## config.mk

```make
export PLATFORM = sky130hd
export DESIGN_NAME = acr_top
export DESIGN_NICKNAME = d
export VERILOG_FILES = /design/src/include/acr_pkg.sv /design/src/rtl/acr_top.sv
export SDC_FILE = /design/constraint.sdc
export NUM_CORES = 1
export LEC_CHECK = 0
export BUFFER_PORTS_ARGS = -buffer_cell sky130_fd_sc_hd__buf_2
export CAP_MARGIN = 15
export CELL_PAD_IN_SITES_DETAIL_PLACEMENT = 0
export CELL_PAD_IN_SITES_GLOBAL_PLACEMENT = 1
export CORE_ASPECT_RATIO = 1.2
export CORE_MARGIN = 2
export CORE_UTILIZATION = 44
export DETAILED_ROUTE_END_ITERATION = 6
export PLACE_DENSITY = 0.91
export SLEW_MARGIN = 20
export SYNTH_ARGS = -nofsm -noshare
export SYNTH_HDL_FRONTEND = slang
export SYNTH_SLANG_ARGS = --single-unit
```

## constraint.sdc

```tcl
create_clock -name sys_clk -period 4 [get_ports sys_clk]
set_input_delay 0.4 -clock sys_clk [delete_from_list [all_inputs] [get_ports sys_clk]]
set_output_delay 0.4 -clock sys_clk [all_outputs]
set_load 0.005 [all_outputs]
```

## src/include/acr_pkg.sv

```systemverilog
// Summary of operation
// RQ1: conversion yields a 12-bit result in two bytes
// RQ2: justify bit picks left or right packing
// RQ3: unused result bits read as zero
// RQ4: results hold while converter is disabled
// RQ5: start bit high then low starts one conversion
// RQ6: busy set at start, cleared at completion
// RQ7: busy bit is read-only to software
// RQ8: enable low powers converter down
// RQ9: channel code 0 and 1 route pins, others float
// RQ10: software uses external source codes for pins
// RQ11: analog enable gives pin to converter
// RQ12: pull-high removed on analog pins
// RQ13: source and channel fields pick the input jointly
// RQ14: main control register clears at reset
// RQ15: source code 1 internal, 2 to 4 ground
// RQ16: completion sets interrupt flag, raises irq if enabled
// RQ17: clock select divides by powers of two to 128
// RQ18: both result bytes update at completion only
package acr_pkg;

  // ==========================================================
  // register map (byte addresses)
  localparam logic [7:0] OFF_RES_LO   = 8'h00;
  localparam logic [7:0] OFF_RES_HI   = 8'h04;
  localparam logic [7:0] OFF_CTRL     = 8'h08;
  localparam logic [7:0] OFF_SRC      = 8'h0c;
  localparam logic [7:0] OFF_ACE      = 8'h10;
  localparam logic [7:0] OFF_IRQ_STAT = 8'h14;
  localparam logic [7:0] OFF_IRQ_CLR  = 8'h18;
  localparam logic [7:0] OFF_IRQ_EN   = 8'h1c;

  // ==========================================================
  // fields and reset values
  localparam int         CTRL_START = 7;
  localparam int         CTRL_BUSY  = 6;
  localparam int         CTRL_EN    = 5;
  localparam int         CTRL_JUST  = 4;
  localparam logic [7:0] RST_CTRL   = 8'h00;
  localparam logic [7:0] RST_SRC    = 8'h00;
  localparam logic [1:0] RST_ACE    = 2'h0;
  localparam logic [1:0] RST_DIV    = 2'h0;

  localparam logic [2:0] INS_INTERNAL = 3'h1;
  localparam logic [2:0] INS_GND_LO   = 3'h2;
  localparam logic [2:0] INS_GND_HI   = 3'h4;
  localparam logic [3:0] CS_PIN0      = 4'h0;
  localparam logic [3:0] CS_PIN1      = 4'h1;

  // ==========================================================
  // timing
  localparam int         CLK_NS     = 10;
  localparam int         SETTLE_NS  = 30;
  localparam logic [3:0] SETTLE_CYC = 4'((SETTLE_NS + CLK_NS - 1) / CLK_NS);
  localparam logic [11:0] SAR_FIRST = 12'h800;
  localparam logic [3:0]  SAR_MSB   = 4'hb;

  typedef enum logic [1:0] {
    ACR_IDLE = 2'b01,
    ACR_CONV = 2'b10
  } acr_state_e;

  typedef struct packed {
    logic pin0;
    logic pin1;
    logic internal;
    logic ground;
  } acr_route_s;

  typedef struct packed {
    logic analog_en;
    logic pullup_en;
  } acr_pin_s;

endpackage : acr_pkg

```

## src/rtl/acr_top.sv

```systemverilog
`timescale 1ns/10ps
`default_nettype none
module acr_top #(
  parameter int RES_BITS = 12,
  parameter int NUM_PINS = 2
) (
  input  wire logic                              sys_clk,
  input  wire logic                              rst,
  input  wire logic                              psel,
  input  wire logic                              penable,
  input  wire logic                              pwrite,
  input  wire logic [7:0]                        paddr,
  input  wire logic [31:0]                       pwdata,
  output logic      [31:0]                       prdata,
  output logic                                   pready,
  output logic                                   pslverr,
  input  wire logic                              cmp_in,
  output logic      [11:0]                       dac_code,
  output logic                                   adc_power_on,
  output logic      [1:0]                        ref_sel,
  output acr_pkg::acr_route_s                    route,
  input  wire logic [NUM_PINS-1:0]               pin_pullup_req,
  output acr_pkg::acr_pin_s [NUM_PINS-1:0]       pin_ctl,
  output logic                                   conv_busy,
  output logic                                   irq
);

  // ==========================================================
  // elaboration checks
  if (RES_BITS != 12) begin : g_bad_res
    $error("result layout is fixed at 12 bits");
  end
  if (NUM_PINS != 2) begin : g_bad_pins
    $error("channel decode serves exactly two pins");
  end

  // ==========================================================
  // state
  logic [7:0]          ctrl_reg,  ctrl_next;
  logic [7:0]          src_reg,   src_next;
  logic [1:0]          ace_reg,   ace_next;
  logic                ist_reg,   ist_next;
  logic                ien_reg,   ien_next;
  logic [31:0]         prd_reg,   prd_next;
  logic                err_reg,   err_next;
  logic [6:0]          div_reg,   div_next;
  acr_pkg::acr_state_e state_reg, state_next;
  logic [11:0]         sar_reg,   sar_next;
  logic [11:0]         res_reg,   res_next;
  logic [3:0]          bit_reg,   bit_next;
  logic [3:0]          stl_reg,   stl_next;
  logic                cmp_s1_reg;
  logic                cmp_s2_reg;

  logic        wr;
  logic        setup;
  logic        go;
  logic        done;
  logic        tick;
  logic        en;
  logic [6:0]  div_mask;
  logic [11:0] sar_keep;
  logic [31:0] rd_val;
  logic        hit;
  logic [2:0]  ins;
  logic        ext_src;

  assign en    = ctrl_reg[acr_pkg::CTRL_EN];
  assign ins   = src_reg[7:5];
  assign setup = psel & ~penable;
  assign wr    = psel & penable & pwrite;
  // start fires on the write that takes the start bit from high to low
  assign go    = wr && paddr == acr_pkg::OFF_CTRL && ctrl_reg[acr_pkg::CTRL_START]
                 && !pwdata[acr_pkg::CTRL_START]; // RQ5

  // ==========================================================
  // apb read mux
  always_comb begin
    rd_val = 32'h0;
    hit    = 1'b1;
    unique case (paddr)
      acr_pkg::OFF_RES_LO:
        rd_val[7:0] = ctrl_reg[acr_pkg::CTRL_JUST] ? res_reg[7:0]
                                                   : {res_reg[3:0], 4'h0}; // RQ2 RQ3
      acr_pkg::OFF_RES_HI:
        rd_val[7:0] = ctrl_reg[acr_pkg::CTRL_JUST] ? {4'h0, res_reg[11:8]}
                                                   : res_reg[11:4]; // RQ2 RQ3
      acr_pkg::OFF_CTRL: begin
        rd_val[7:0]               = ctrl_reg;
        rd_val[acr_pkg::CTRL_BUSY] = conv_busy; // RQ6
      end
      acr_pkg::OFF_SRC:      rd_val[7:0] = src_reg;
      acr_pkg::OFF_ACE:      rd_val[1:0] = ace_reg;
      acr_pkg::OFF_IRQ_STAT: rd_val[0]   = ist_reg;
      acr_pkg::OFF_IRQ_CLR:  rd_val      = 32'h0;
      acr_pkg::OFF_IRQ_EN:   rd_val[0]   = ien_reg;
      default:               hit         = 1'b0;
    endcase
  end

  // ==========================================================
  // software registers
  always_comb begin
    ctrl_next = ctrl_reg;
    src_next  = src_reg;
    ace_next  = ace_reg;
    ien_next  = ien_reg;
    ist_next  = ist_reg;
    prd_next  = prd_reg;
    err_next  = err_reg;
    if (setup) begin
      // read data is taken in the setup cycle so that prdata comes from a flop
      prd_next = pwrite ? 32'h0 : rd_val;
      err_next = ~hit;
    end
    if (wr) begin
      unique case (paddr)
        acr_pkg::OFF_CTRL: begin
          ctrl_next                    = pwdata[7:0];
          ctrl_next[acr_pkg::CTRL_BUSY] = 1'b0; // RQ7
        end
        acr_pkg::OFF_SRC:     src_next = pwdata[7:0];
        acr_pkg::OFF_ACE:     ace_next = pwdata[1:0];
        acr_pkg::OFF_IRQ_EN:  ien_next = pwdata[0];
        acr_pkg::OFF_IRQ_CLR: ist_next = ist_reg & ~pwdata[0];
        default: ;
      endcase
    end
    // completion sets the flag even in the cycle software clears it
    if (done) begin
      ist_next = 1'b1; // RQ16
    end
  end

  always_ff @(posedge sys_clk or posedge rst) begin
    if (rst) begin
      ctrl_reg <= acr_pkg::RST_CTRL; // RQ14
      src_reg  <= acr_pkg::RST_SRC;
      ace_reg  <= acr_pkg::RST_ACE;
      ien_reg  <= 1'b0;
      ist_reg  <= 1'b0;
      prd_reg  <= 32'h0;
      err_reg  <= 1'b0;
    end else begin
      ctrl_reg <= ctrl_next;
      src_reg  <= src_next;
      ace_reg  <= ace_next;
      ien_reg  <= ien_next;
      ist_reg  <= ist_next;
      prd_reg  <= prd_next;
      err_reg  <= err_next;
    end
  end

  assign prdata  = prd_reg;
  assign pready  = 1'b1;
  assign pslverr = psel & penable & err_reg;
  assign irq     = ist_reg & ien_reg; // RQ16

  // ==========================================================
  // conversion clock divider
  assign div_mask = 7'((8'h1 << src_reg[2:0]) - 8'h1);
  assign tick     = (div_reg & div_mask) == div_mask; // RQ17

  always_comb begin
    // divider is held at zero while disabled to save toggling
    div_next = en ? 7'(div_reg + 7'h1) : 7'h0; // RQ8
  end

  always_ff @(posedge sys_clk or posedge rst) begin
    if (rst) begin
      div_reg <= 7'h0;
    end else begin
      div_reg <= div_next;
    end
  end

  // ==========================================================
  // comparator synchroniser
  always_ff @(posedge sys_clk or posedge rst) begin
    if (rst) begin
      cmp_s1_reg <= 1'b0;
      cmp_s2_reg <= 1'b0;
    end else begin
      cmp_s1_reg <= cmp_in;
      cmp_s2_reg <= cmp_s1_reg;
    end
  end

  // ==========================================================
  // successive approximation
  // comparator high means input at or above the trial code
  assign sar_keep = cmp_s2_reg ? sar_reg : (sar_reg & ~(12'h1 << bit_reg));

  always_comb begin
    state_next = state_reg;
    sar_next   = sar_reg;
    bit_next   = bit_reg;
    stl_next   = stl_reg;
    res_next   = res_reg;
    done       = 1'b0;
    if (stl_reg != 4'h0) begin
      stl_next = 4'(stl_reg - 4'h1);
    end
    unique case (state_reg)
      acr_pkg::ACR_IDLE: begin
        if (go && en) begin // RQ5 RQ8
          state_next = acr_pkg::ACR_CONV; // RQ6
          sar_next   = acr_pkg::SAR_FIRST;
          bit_next   = acr_pkg::SAR_MSB;
          stl_next   = acr_pkg::SETTLE_CYC;
        end
      end
      acr_pkg::ACR_CONV: begin
        if (!en) begin
          // disabling aborts; the old result stays
          state_next = acr_pkg::ACR_IDLE; // RQ4
        end else if (tick && stl_reg == 4'h0) begin
          // settle count covers dac settling only, not the two synchroniser stages
          if (bit_reg == 4'h0) begin
            state_next = acr_pkg::ACR_IDLE; // RQ6
            res_next   = sar_keep; // RQ1 RQ18
            sar_next   = sar_keep;
            done       = 1'b1;
          end else begin
            sar_next                      = sar_keep;
            sar_next[4'(bit_reg - 4'h1)]  = 1'b1;
            bit_next                      = 4'(bit_reg - 4'h1);
            stl_next                      = acr_pkg::SETTLE_CYC;
          end
        end
      end
    endcase
  end

  always_ff @(posedge sys_clk or posedge rst) begin
    if (rst) begin
      state_reg <= acr_pkg::ACR_IDLE;
      sar_reg   <= 12'h0;
      bit_reg   <= 4'h0;
      stl_reg   <= 4'h0;
      res_reg   <= 12'h0;
    end else begin
      state_reg <= state_next;
      sar_reg   <= sar_next;
      bit_reg   <= bit_next;
      stl_reg   <= stl_next;
      res_reg   <= res_next;
    end
  end

  assign conv_busy    = state_reg == acr_pkg::ACR_CONV; // RQ6
  assign dac_code     = sar_reg;
  assign adc_power_on = en; // RQ8
  assign ref_sel      = src_reg[4:3];

  // ==========================================================
  // analog input routing
  assign ext_src = ins == 3'h0 || ins > acr_pkg::INS_GND_HI; // RQ13
  always_comb begin
    route.pin0     = en && ext_src && ctrl_reg[3:0] == acr_pkg::CS_PIN0; // RQ9
    route.pin1     = en && ext_src && ctrl_reg[3:0] == acr_pkg::CS_PIN1; // RQ9
    route.internal = en && ins == acr_pkg::INS_INTERNAL; // RQ15
    route.ground   = en && ins >= acr_pkg::INS_GND_LO
                     && ins <= acr_pkg::INS_GND_HI; // RQ15
  end

  // ==========================================================
  // pin function control
  for (genvar i = 0; i < NUM_PINS; i++) begin : g_pin
    assign pin_ctl[i].analog_en = ace_reg[i]; // RQ11
    assign pin_ctl[i].pullup_en = pin_pullup_req[i] & ~ace_reg[i]; // RQ12
  end

endmodule : acr_top
`default_nettype wire

```

==> metrics.md, run 1 <==
| Metric | Value |
|---|---|
| Outcome | `complete, no violations` |
| Critical Path Fanout Max | `13` |
| Largest net degree at the start of global routing | `48` |
| Reg2reg start | `src_reg[2]$_DFFE_PP0P_` |
| Post_cts resized | `0` |
| Die Span X | `94.2 um` |
| P&R area growth vs syn | `11.8%` |
| Fillers | `898` |
| Final Net Count | `555` |
| Final period utilization | `69.5%` |
| #FFs+latches synth | `71` |
| Pwr Density | `325 mW/mm2` |
| Max-cap viol count | `0` |
| CTS buffer count | `9` |
| Startpoint Class | `flop` |
| CP startpoint | `src_reg[2]$_DFFE_PP0P_` |
| Area leader, netlist | `dfrtp_1` |
| Synth unique cells | `67` |
| Unrepaired setup endpoints after global routing | `no` |
| Combinational share of power | `6.7%` |
| Initial antenna violation count | `0` |
| Clock share of power | `46.0%` |
| CP endpoint kind | `flop` |
| Share of the synthesized area in the top cell type | `40.8%` |
| Synth Instances | `447` |
| VDD IR-drop max | `0.158 mV` |
| Drt first-iter violations | `156` |
| Setup TNS | `0 ns` |
| Via density | `5.56` |
| CTS HTree Levels | `3` |
| Cell internal pwr | `1.20 mW` |
| Remaining global-route overflow | `0` |
| First-pass DRT Iterations | `4` |
| Leading post-synthesis cells by cell area | `dfrtp_1, mux2_2, nand2_1` |
| Vias | `3,461` |
| Worst path max stage delay | `0.57 ns` |
| Final wirelength | `9570 um` |
| CTS tree | `built` |
| CTS max path bufs | `2` |
| Critical Path Stages | `9` |
| Post-Syn Area per Cell | `9.61 um2` |
| Worst hold-check path type | `in2reg` |
| CP top delay family | `simple AND/OR/NAND/NOR gates` |
| Total power | `1.56 mW` |
| WP data required | `4.22 ns` |
| CP Buf/Inv Count | `1` |
| Routed Antenna Nets | `0` |
| Worst-path clk slew | `0.05 ns` |
| Synth cell count leaders | `dfrtp_1, nand2_1, buf_4, mux2_2, nor2_1` |
| Post-CTS Setup Bufs | `0` |
| Drt wl/cell | `15.4 um` |
| Peak Freq | `0.360 GHz` |
| Sequential-to-total area share from yosys stat | `41.4%` |
| Root buffer selected by CTS | `clkbuf_16` |
| R2R Setup Slk | `1.22 ns` |
| Most frequent cell after synthesis | `dfrtp_1` |
| Slew headroom | `44.6%` |
| Critical Path Sink | `dac_code[11]$_DFFE_PP0P_` |
| YS warnings | `0` |
| # port buffers | `57` |
| First-pass GRT wire length | `16,000 um` |
| Async set-reset flop share out of synthesis | `100%` |
| Final setup vio count | `0` |
| Core Area | `0.00952 mm2` |
| Slew @ Worst Pin | `0.831 ns` |
| Reg power frac | `47.3%` |
| Post-Syn Area | `0.00430 mm2` |
| Clock Sinks | `71` |
| DPL Wire Length | `7160 um` |
| Total track usage | `19.3%` |
| Crit Path Class | `reg2reg` |
| Post-route DRC | `0` |
| ANT cells | `0` |
| Vias in the first global route | `3,414` |
| Cell Rows | `39` |
| Final hold vios | `0` |
| Max-slew violations | `0` |
| Routability cong. | `0.875` |
| Worst R2R End | `dac_code[11]$_DFFE_PP0P_` |
| Critical Path AT | `3.00 ns` |
| EDFF count, synth | `0` |
| Die H | `112 um` |
| Slowest library cell on the worst path | `or4b_4` |
| Final hold slack | `0.167 ns` |
| Critical path, cell by cell | `nor3_4 -> inv_1 -> ha_1 -> or4b_4 -> a31oi_4 -> nor3_2 -> and3_1 -> a311oi_1 -> nor3_1` |
| Setup Skew | `0.00567 ns` |
| Initial Utilization | `45.2%` |
| Ys flop type | `dfrtp_1` |
| Cts hold-fix bufs | `0` |
| Top Ports | `107` |
| Switching Share | `23.1%` |
| NetSw | `0.360 mW` |
| Tmin final | `2.78 ns` |
| Reg2reg path depth | `9` |
| Clk_lat worst skew | `0.34 ns` |
| Die area | `0.0106 mm2` |
| P_leak | `2.21 nW` |
| Fraction of layout cells with a size suffix above 1 | `22.8%` |
## layout by cell type (no fill, tap or decap), types with 4 or more instances in the layout
cell	n
a21oi_1	12
a22o_1	4
nor2_1	23
inv_1	9
xnor2_1	7
nand2b_1	9
ha_1	11
and2_1	8
mux2_2	24
nand2_1	68
nor2b_1	10
nor3_1	9
mux2i_1	6
clkbuf_1	4
and3_1	7
o21ai_0	17
dfrtp_1	70
nand4_1	4
buf_2	57
clkbuf_16	9
nand3_1	6
a221o_1	4
nor4_1	7
o21ai_1	21
o211ai_1	11
conb_1	25
## logic make-up after synthesis
family / Yosys count / share of synthesized area (%)
buffers and inverters: 55 / 7.78
flip-flops: 71 / 41.4
adder cells (fa/ha/maj): 11 / 3.20
AO/OA/AOI/OAI: 98 / 15.8
XOR/XNOR: 8 / 1.63
AND/OR/NAND/NOR: 172 / 22.3
multiplexers: 30 / 7.69
other: 2 / 0.175
## cell type report
type / instances / area, um2 / area share (%)
clock inverter: 1 / 5.00 / 0.104
inverter: 11 / 42.5 / 0.885
sequential: 71 / 1780 / 37.0
clock buffer: 14 / 254 / 5.29
timing repair buffer: 59 / 300 / 6.25
multi-input combinational: 344 / 2270 / 47.3
tap: 123 / 154 / 3.20
## power by group through the flow
stage | clock, mW | combinational [mW] | sequential, mW
final | 0.717 | 0.104 | 0.738
after global routing | 0.759 | 0.117 | 0.739
after CTS | 0.729 | 0.105 | 0.738
after detailed placement | 0 | 0.104 | 0.750
after global placement | 0 | 0.102 | 0.750
after floorplan | 0 | 0.0900 | 0.746
## worst register-to-register path: cells and delay by family (launching register included)
family / cells / cell delay (ns)
simple gates: 5 / 1.29
flops: 1 / 0.53
compound gates: 2 / 0.50
fa+ha+maj: 1 / 0.28
buf+inv: 1 / 0.06
## through the flow
| stage | instance area [um2] | setup slack [ns] | cells | utilization, % |
|---|---|---|---|---|
| after floorplan | 4380 | 1.40 | 470 | - |
| after global placement | 4540 | 1.31 | 608 | 47.8 |
| after detailed placement | 4540 | 1.24 | 608 | 47.8 |
| after CTS | 4800 | 1.23 | 623 | 50.5 |
| after global routing | 4800 | 1.03 | 623 | 50.5 |
| final | 4800 | 1.22 | 623 | 50.5 |
## per-layer routing
| layer | GRT usage [%] | up-vias | routed length, um |
|---|---|---|---|
| met5 | 0 | - | 0 |
| li1 | - | 1643 | - |
| met4 | 10.0 | 0 | 226 |
| met2 | 33.4 | 100 | 4960 |
| met3 | 2.42 | 16 | 417 |
| met1 | 23.3 | 1702 | 3960 |
## worst min path at each step
stage / startpoint / to / slack (ns) / cells past startpoint
after CTS: cmp_in / cmp_s1_reg$_DFF_PP0_ / 0.16 / 1
after global routing: cmp_in / cmp_s1_reg$_DFF_PP0_ / 0.17 / 1
after global placement: cmp_s1_reg$_DFF_PP0_ / cmp_s2_reg$_DFF_PP0_ / 0.33 / 0
after floorplan: cmp_s1_reg$_DFF_PP0_ / cmp_s2_reg$_DFF_PP0_ / 0.33 / 0
after detailed placement: cmp_s1_reg$_DFF_PP0_ / cmp_s2_reg$_DFF_PP0_ / 0.34 / 0
final: cmp_in / cmp_s1_reg$_DFF_PP0_ / 0.17 / 1
(Power assumes the default switching activity.)
==> inputs of run 2 (changes only) <==
--- a/config.mk
+++ b/config.mk
@@ -11,9 +11,9 @@
 export CELL_PAD_IN_SITES_GLOBAL_PLACEMENT = 1
 export CORE_ASPECT_RATIO = 1.2
 export CORE_MARGIN = 2
-export CORE_UTILIZATION = 44
+export CORE_UTILIZATION = 41
 export DETAILED_ROUTE_END_ITERATION = 6
-export PLACE_DENSITY = 0.91
+export PLACE_DENSITY = 0.86
 export SLEW_MARGIN = 20
 export SYNTH_ARGS = -nofsm -noshare
 export SYNTH_HDL_FRONTEND = slang
==> constraint.sdc (replaced) <==
create_clock -name sys_clk -period 2.65 [get_ports sys_clk]
set_input_delay 0.265 -clock sys_clk [delete_from_list [all_inputs] [get_ports sys_clk]]
set_output_delay 0.265 -clock sys_clk [all_outputs]
set_load 0.005 [all_outputs]
==> run 2 against run 1 <==
Design area increased by 3.8%. Critical endpoint is now bit_reg[1]$_DFFE_PP0P_. Register-to-register slack got worse by 1.1 ns. Sequential share of layout area decreased by 1.3 points.
==> metrics.md, run 2 (same netlist as run 1, synthesis figures left out) <==
| Metric | Value |
|---|---|
| Outcome | `complete, no violations` |
| Post-CTS Setup Bufs | `0` |
| R2R Setup Slk | `0.09 ns` |
| WP data required | `2.87 ns` |
| Max-slew violations | `0` |
| Clock Sinks | `71` |
| Final setup vio count | `0` |
| CTS tree | `built` |
| Final wirelength | `10,300 um` |
| VDD IR-drop max | `0.236 mV` |
| CTS HTree Levels | `3` |
| Final Core Density | `49.3%` |
| CTS max path bufs | `2` |
| Metal2 WL | `5380 um` |
| Cell Count, Final, Fillers Out | `638` |
| Die H | `116 um` |
| Most common cell after layout, fill and taps aside | `dfrtp_1` |
| Max-cap viol count | `0` |
| Routability cong. | `0.832` |
| Cell Rows | `40` |
| Core Area | `0.0101 mm2` |
| Vias | `3,469` |
| Final Net Count | `566` |
| CTS buffer count | `9` |
| Slew headroom | `62.4%` |
| Die Span X | `97.5 um` |
| Root buffer selected by CTS | `clkbuf_16` |
| Critical Path AT | `2.78 ns` |
| Drt wl/cell | `16.2 um` |
| Clk_lat worst skew | `0.34 ns` |
| Pwr Density | `521 mW/mm2` |
| Total power | `2.60 mW` |
| Top Ports | `107` |
| Routed Antenna Nets | `0` |
| Remaining global-route overflow | `0` |
| Via density | `5.44` |
| Crit Path Class | `reg2reg` |
| P&R area growth vs syn | `16.1%` |
| Total track usage | `18.8%` |
| Initial Utilization | `42.5%` |
| CP endpoint kind | `flop` |
| Largest net degree at the start of global routing | `28` |
| Fillers | `970` |
| Final period utilization | `96.6%` |
| Setup Skew | `0.00979 ns` |
| Post-route DRC | `0` |
| # port buffers | `57` |
| ANT cells | `0` |
| Critical Path Fanout Max | `6` |
| Commonest non-fill, non-tap cells in the layout | `dfrtp_1, nand2_1, buf_2` |
| Top Layer Used | `met4` |
| Tmin final | `2.56 ns` |
| First-pass DRT Iterations | `4` |
| First-pass GRT wire length | `16,900 um` |
| Initial antenna violation count | `0` |
| Fraction of layout cells with a size suffix above 1 | `25.8%` |
| Startpoint Class | `flop` |
| Die area | `0.0113 mm2` |
| Drt first-iter violations | `180` |
| WL met1 | `4370 um` |
| Final hold vios | `0` |
| Worst-path clk slew | `0.06 ns` |
| Dpl cells | `621` |
| Vias in the first global route | `3,409` |
| Final hold slack | `0.0283 ns` |
| Worst hold-check path type | `in2reg` |
| Setup TNS | `0 ns` |
| Slew @ Worst Pin | `0.563 ns` |
| DPL Wire Length | `7700 um` |
| P_leak | `2.30 nW` |
| Met3 wire length | `376 um` |
| Peak Freq | `0.391 GHz` |
run 2: worst paths after layout:
path,start,end,cells past startpoint
worst max-delay path,src_reg[2]$_DFFE_PP0P_,bit_reg[1]$_DFFE_PP0P_,9
worst min-delay path,cmp_in,cmp_s1_reg$_DFF_PP0_,1
worst max register to register,src_reg[2]$_DFFE_PP0P_,bit_reg[1]$_DFFE_PP0P_,9
worst min register to register,cmp_s1_reg$_DFF_PP0_,cmp_s2_reg$_DFF_PP0_,0
max in group asynchronous,rst,res_reg[8]$_DFFE_PP0P_,4
min in group asynchronous,rst,div_reg[4]$_DFF_PP0_,3
run 2: cell type report:
class,instances,area (um2),area share [%]
sequential,71,1780,35.7
inverter,11,41.3,0.828
timing repair buffer,70,398,7.98
clock buffer,11,243,4.87
clock inverter,5,81.3,1.63
tap,126,158,3.16
multi-input combinational,344,2290,45.9
run 2: through the flow:
step / worst slack, ns / area (um2)
2_1_floorplan: 0.0543 / 4380
3_3_place_gp: 0.0830 / 4640
3_5_place_dp: 0.0450 / 4640
4_1_cts: 0.0158 / 4970
5_1_grt: -0.00313 / 4990
6_report: 0.0910 / 4990
run 2: power breakdown:
group	leakage [nW]	switching (mW)	internal [mW]
Sequential	0.898	0.0138	1.10
Clock	0.156	0.473	0.850
Combinational	1.25	0.104	0.0628
Total	2.30	0.591	2.01
run 2: repair_timing:
item | CTS | global route
hold buffers | 1 | 0
resized for setup | 0 | 5
endpoints found under the hold margin | 24 | 0
endpoints found under the setup margin | 0 | 12
run 2: metal layers:
metal	vias to the layer above	GRT usage, %
li1	1676	-
met1	1677	22.9
met2	97	33.6
met3	19	2.09
met4	0	9.07
met5	-	0
run 2: worst max-delay path, stage by stage, from the launching register on:
cell and delay (ns):
dfrtp_2 0.44, nor3_4 0.22, inv_1 0.07, ha_1 0.26, or4b_4 0.57, a31oi_4 0.18
nor3_2 0.12, and3_4 0.20, a311oi_2 0.31, a21oi_1 0.07
==> inputs of run 3 (changes only) <==
--- a/config.mk
+++ b/config.mk
@@ -14,6 +14,7 @@
 export CORE_UTILIZATION = 41
 export DETAILED_ROUTE_END_ITERATION = 6
 export PLACE_DENSITY = 0.86
+export REMOVE_ABC_BUFFERS = 1
 export SLEW_MARGIN = 20
 export SYNTH_ARGS = -nofsm -noshare
 export SYNTH_HDL_FRONTEND = slang
==> run 3 against run 2 <==
Register-to-register slack gained 0.04 ns. Clock power decreased by 12%. First-iteration DRC count grew 19%. Fmax rose by 1.6%. Worst hold slack better by 0.0017 ns. Worst setup slack improved by 0.039 ns. Sequential power is essentially flat. Critical path type unchanged. Largest cell class unchanged. Largest power group unchanged.
==> metrics.md, run 3 (same netlist as run 1, synthesis figures left out) <==
| Metric | Value |
|---|---|
| Switching Share | `24.1%` |
| Commonest non-fill, non-tap cells in the layout | `dfrtp_1, nand2_1, buf_2` |
| Vias | `3,441` |
| Final setup vio count | `0` |
| Drt first-iter violations | `214` |
| Clock Sinks | `71` |
| Cell internal pwr | `1.85 mW` |
| Die H | `116 um` |
| Fraction of layout cells with a size suffix above 1 | `26.1%` |
| R2R Setup Slk | `0.13 ns` |
| Pwr Density | `492 mW/mm2` |
| Vias in the first global route | `3,311` |
| Setup TNS | `0 ns` |
| CP startpoint | `src_reg[2]$_DFFE_PP0P_` |
| WP data required | `2.85 ns` |
| Total track usage | `18.5%` |
| Unrepaired setup endpoints after global routing | `no` |
| Final period utilization | `95.1%` |
| CTS buffer count | `9` |
| Initial Utilization | `42.5%` |
| CTS max path bufs | `2` |
| Reg2reg start | `src_reg[2]$_DFFE_PP0P_` |
| CTS HTree Levels | `3` |
| Routed Antenna Nets | `0` |
| Final Core Density | `49.0%` |
| Post-route DRC | `0` |
| NetSw | `0.588 mW` |
| Final hold vios | `0` |
| Critical Path Fanout Max | `7` |
| CP endpoint kind | `flop` |
| Final Net Count | `564` |
| Reg power frac | `45.7%` |
| # port buffers | `57` |
| Outcome | `complete, no violations` |
| Core Area | `0.0101 mm2` |
| DPL Wire Length | `7610 um` |
| Largest net degree at the start of global routing | `41` |
| Peak Freq | `0.397 GHz` |
| Most common cell after layout, fill and taps aside | `dfrtp_1` |
| Critical Path Sink | `bit_reg[0]$_DFFE_PP0P_` |
| Tmin final | `2.52 ns` |
| Clock share of power | `47.5%` |
| Max-cap viol count | `0` |
| Crit Path Class | `reg2reg` |
| Via density | `5.41` |
| Total power | `2.44 mW` |
| VDD IR-drop max | `0.266 mV` |
| Slew headroom | `54.5%` |
| Slew @ Worst Pin | `0.681 ns` |
| Worst-path clk slew | `0.06 ns` |
| Cell Rows | `40` |
| Max-slew violations | `0` |
| ANT cells | `0` |
| Drt wl/cell | `16.1 um` |
| Die Span X | `97.5 um` |
| Clk_lat worst skew | `0.34 ns` |
| Worst hold-check path type | `in2async` |
| Combinational share of power | `6.9%` |
| Final WS setup | `0.130 ns` |
| P&R area growth vs syn | `15.3%` |
| Worst R2R End | `bit_reg[0]$_DFFE_PP0P_` |
| CTS tree | `built` |
| Remaining global-route overflow | `0` |
| Critical Path AT | `2.72 ns` |
| Reg2reg path depth | `9` |
| Top Ports | `107` |
| Setup Skew | `0.00666 ns` |
| Post-CTS Setup Bufs | `0` |
| Worst slack, placed | `-0.000321 ns` |
| P_leak | `2.27 nW` |
| Initial antenna violation count | `0` |
| Final wirelength | `10,200 um` |
| Routability cong. | `0.843` |
| Die area | `0.0113 mm2` |
| Root buffer selected by CTS | `clkbuf_16` |
| Startpoint Class | `flop` |
| First-pass GRT wire length | `16,600 um` |
| First-pass DRT Iterations | `4` |
-- run 3: changes by cell type in the layout (fill, tap and decap cells not counted) --
cell / previous run / this run
clkbuf_8: 1 / 2
ha_2: 0 / 1
inv_6: 0 / 1
clkinvlp_4: 1 / 2
clkinv_4: 1 / 0
ha_1: 11 / 10
bufinv_16: 2 / 0
a311oi_1: 1 / 0
buf_12: 1 / 2
dlygate4sd3_1: 1 / 0
buf_4: 11 / 9
a311oi_2: 2 / 3
-- run 3: final cells by class --
| class | count | area (um2) |
|---|---|---|
| sequential | 71 | 1780 |
| multi-input combinational | 344 | 2300 |
| fill | 979 | 5160 |
| inverter | 11 | 41.3 |
| tap | 126 | 158 |
| timing repair buffer | 68 | 393 |
| clock buffer | 12 | 256 |
| clock inverter | 4 | 28.8 |
-- run 3: repair_timing --
action / in CTS / in global routing
pin swaps: 0 / 1
hold buffers: 0 / 0
setup endpoints to repair: 4 / 15
resized for setup: 1 / 6
-- run 3: critical path: stages, from the launching register on --
cell and delay (ns):
dfrtp_2 0.45, nor3_4 0.21, inv_1 0.06, ha_2 0.23, or4b_4 0.56, a31oi_4 0.19, nor3_2 0.11, and3_4 0.20
a311oi_2 0.29, a21oi_1 0.08
-- run 3: per-stage QoR --
stage          hold WS [ns]  cell area, um2  instances
2_1_floorplan         0.296            4090        426
3_3_place_gp          0.333            4640        620
3_5_place_dp          0.336            4640        620
4_1_cts              0.0183            4930        636
5_1_grt              0.0256            4950        636
6_report             0.0300            4950        636
-- run 3: layer usage --
metal	vias up	global-route usage (%)	share of wire, %
met4	0	8.24	2.7
li1	1666	-	-
met2	122	30.6	48
met3	22	4.55	5.8
met5	-	0	0
met1	1631	23.3	43
-- run 3: worst min-delay path by stage --
| stage | startpoint | endpoint | slack, ns | depth (start not counted) |
|---|---|---|---|---|
| CTS | cmp_in | cmp_s1_reg$_DFF_PP0_ | 0.02 | 1 |
| global route | cmp_in | cmp_s1_reg$_DFF_PP0_ | 0.03 | 1 |
| floorplan | cmp_in | cmp_s1_reg$_DFF_PP0_ | 0.30 | 0 |
| finish | rst | ace_reg[1]$_DFFE_PP0P_ | 0.03 | 2 |
| detailed placement | cmp_s1_reg$_DFF_PP0_ | cmp_s2_reg$_DFF_PP0_ | 0.34 | 0 |
| global placement | cmp_s1_reg$_DFF_PP0_ | cmp_s2_reg$_DFF_PP0_ | 0.33 | 0 |
-- run 3: power by group through the flow --
stage	registers [mW]	logic [mW]	clock network, mW
final	1.11	0.167	1.16
after CTS	1.11	0.167	1.18
after detailed placement	1.13	0.166	0
after floorplan	1.13	0.0953	0
after global placement	1.13	0.162	0
after global routing	1.11	0.189	1.23
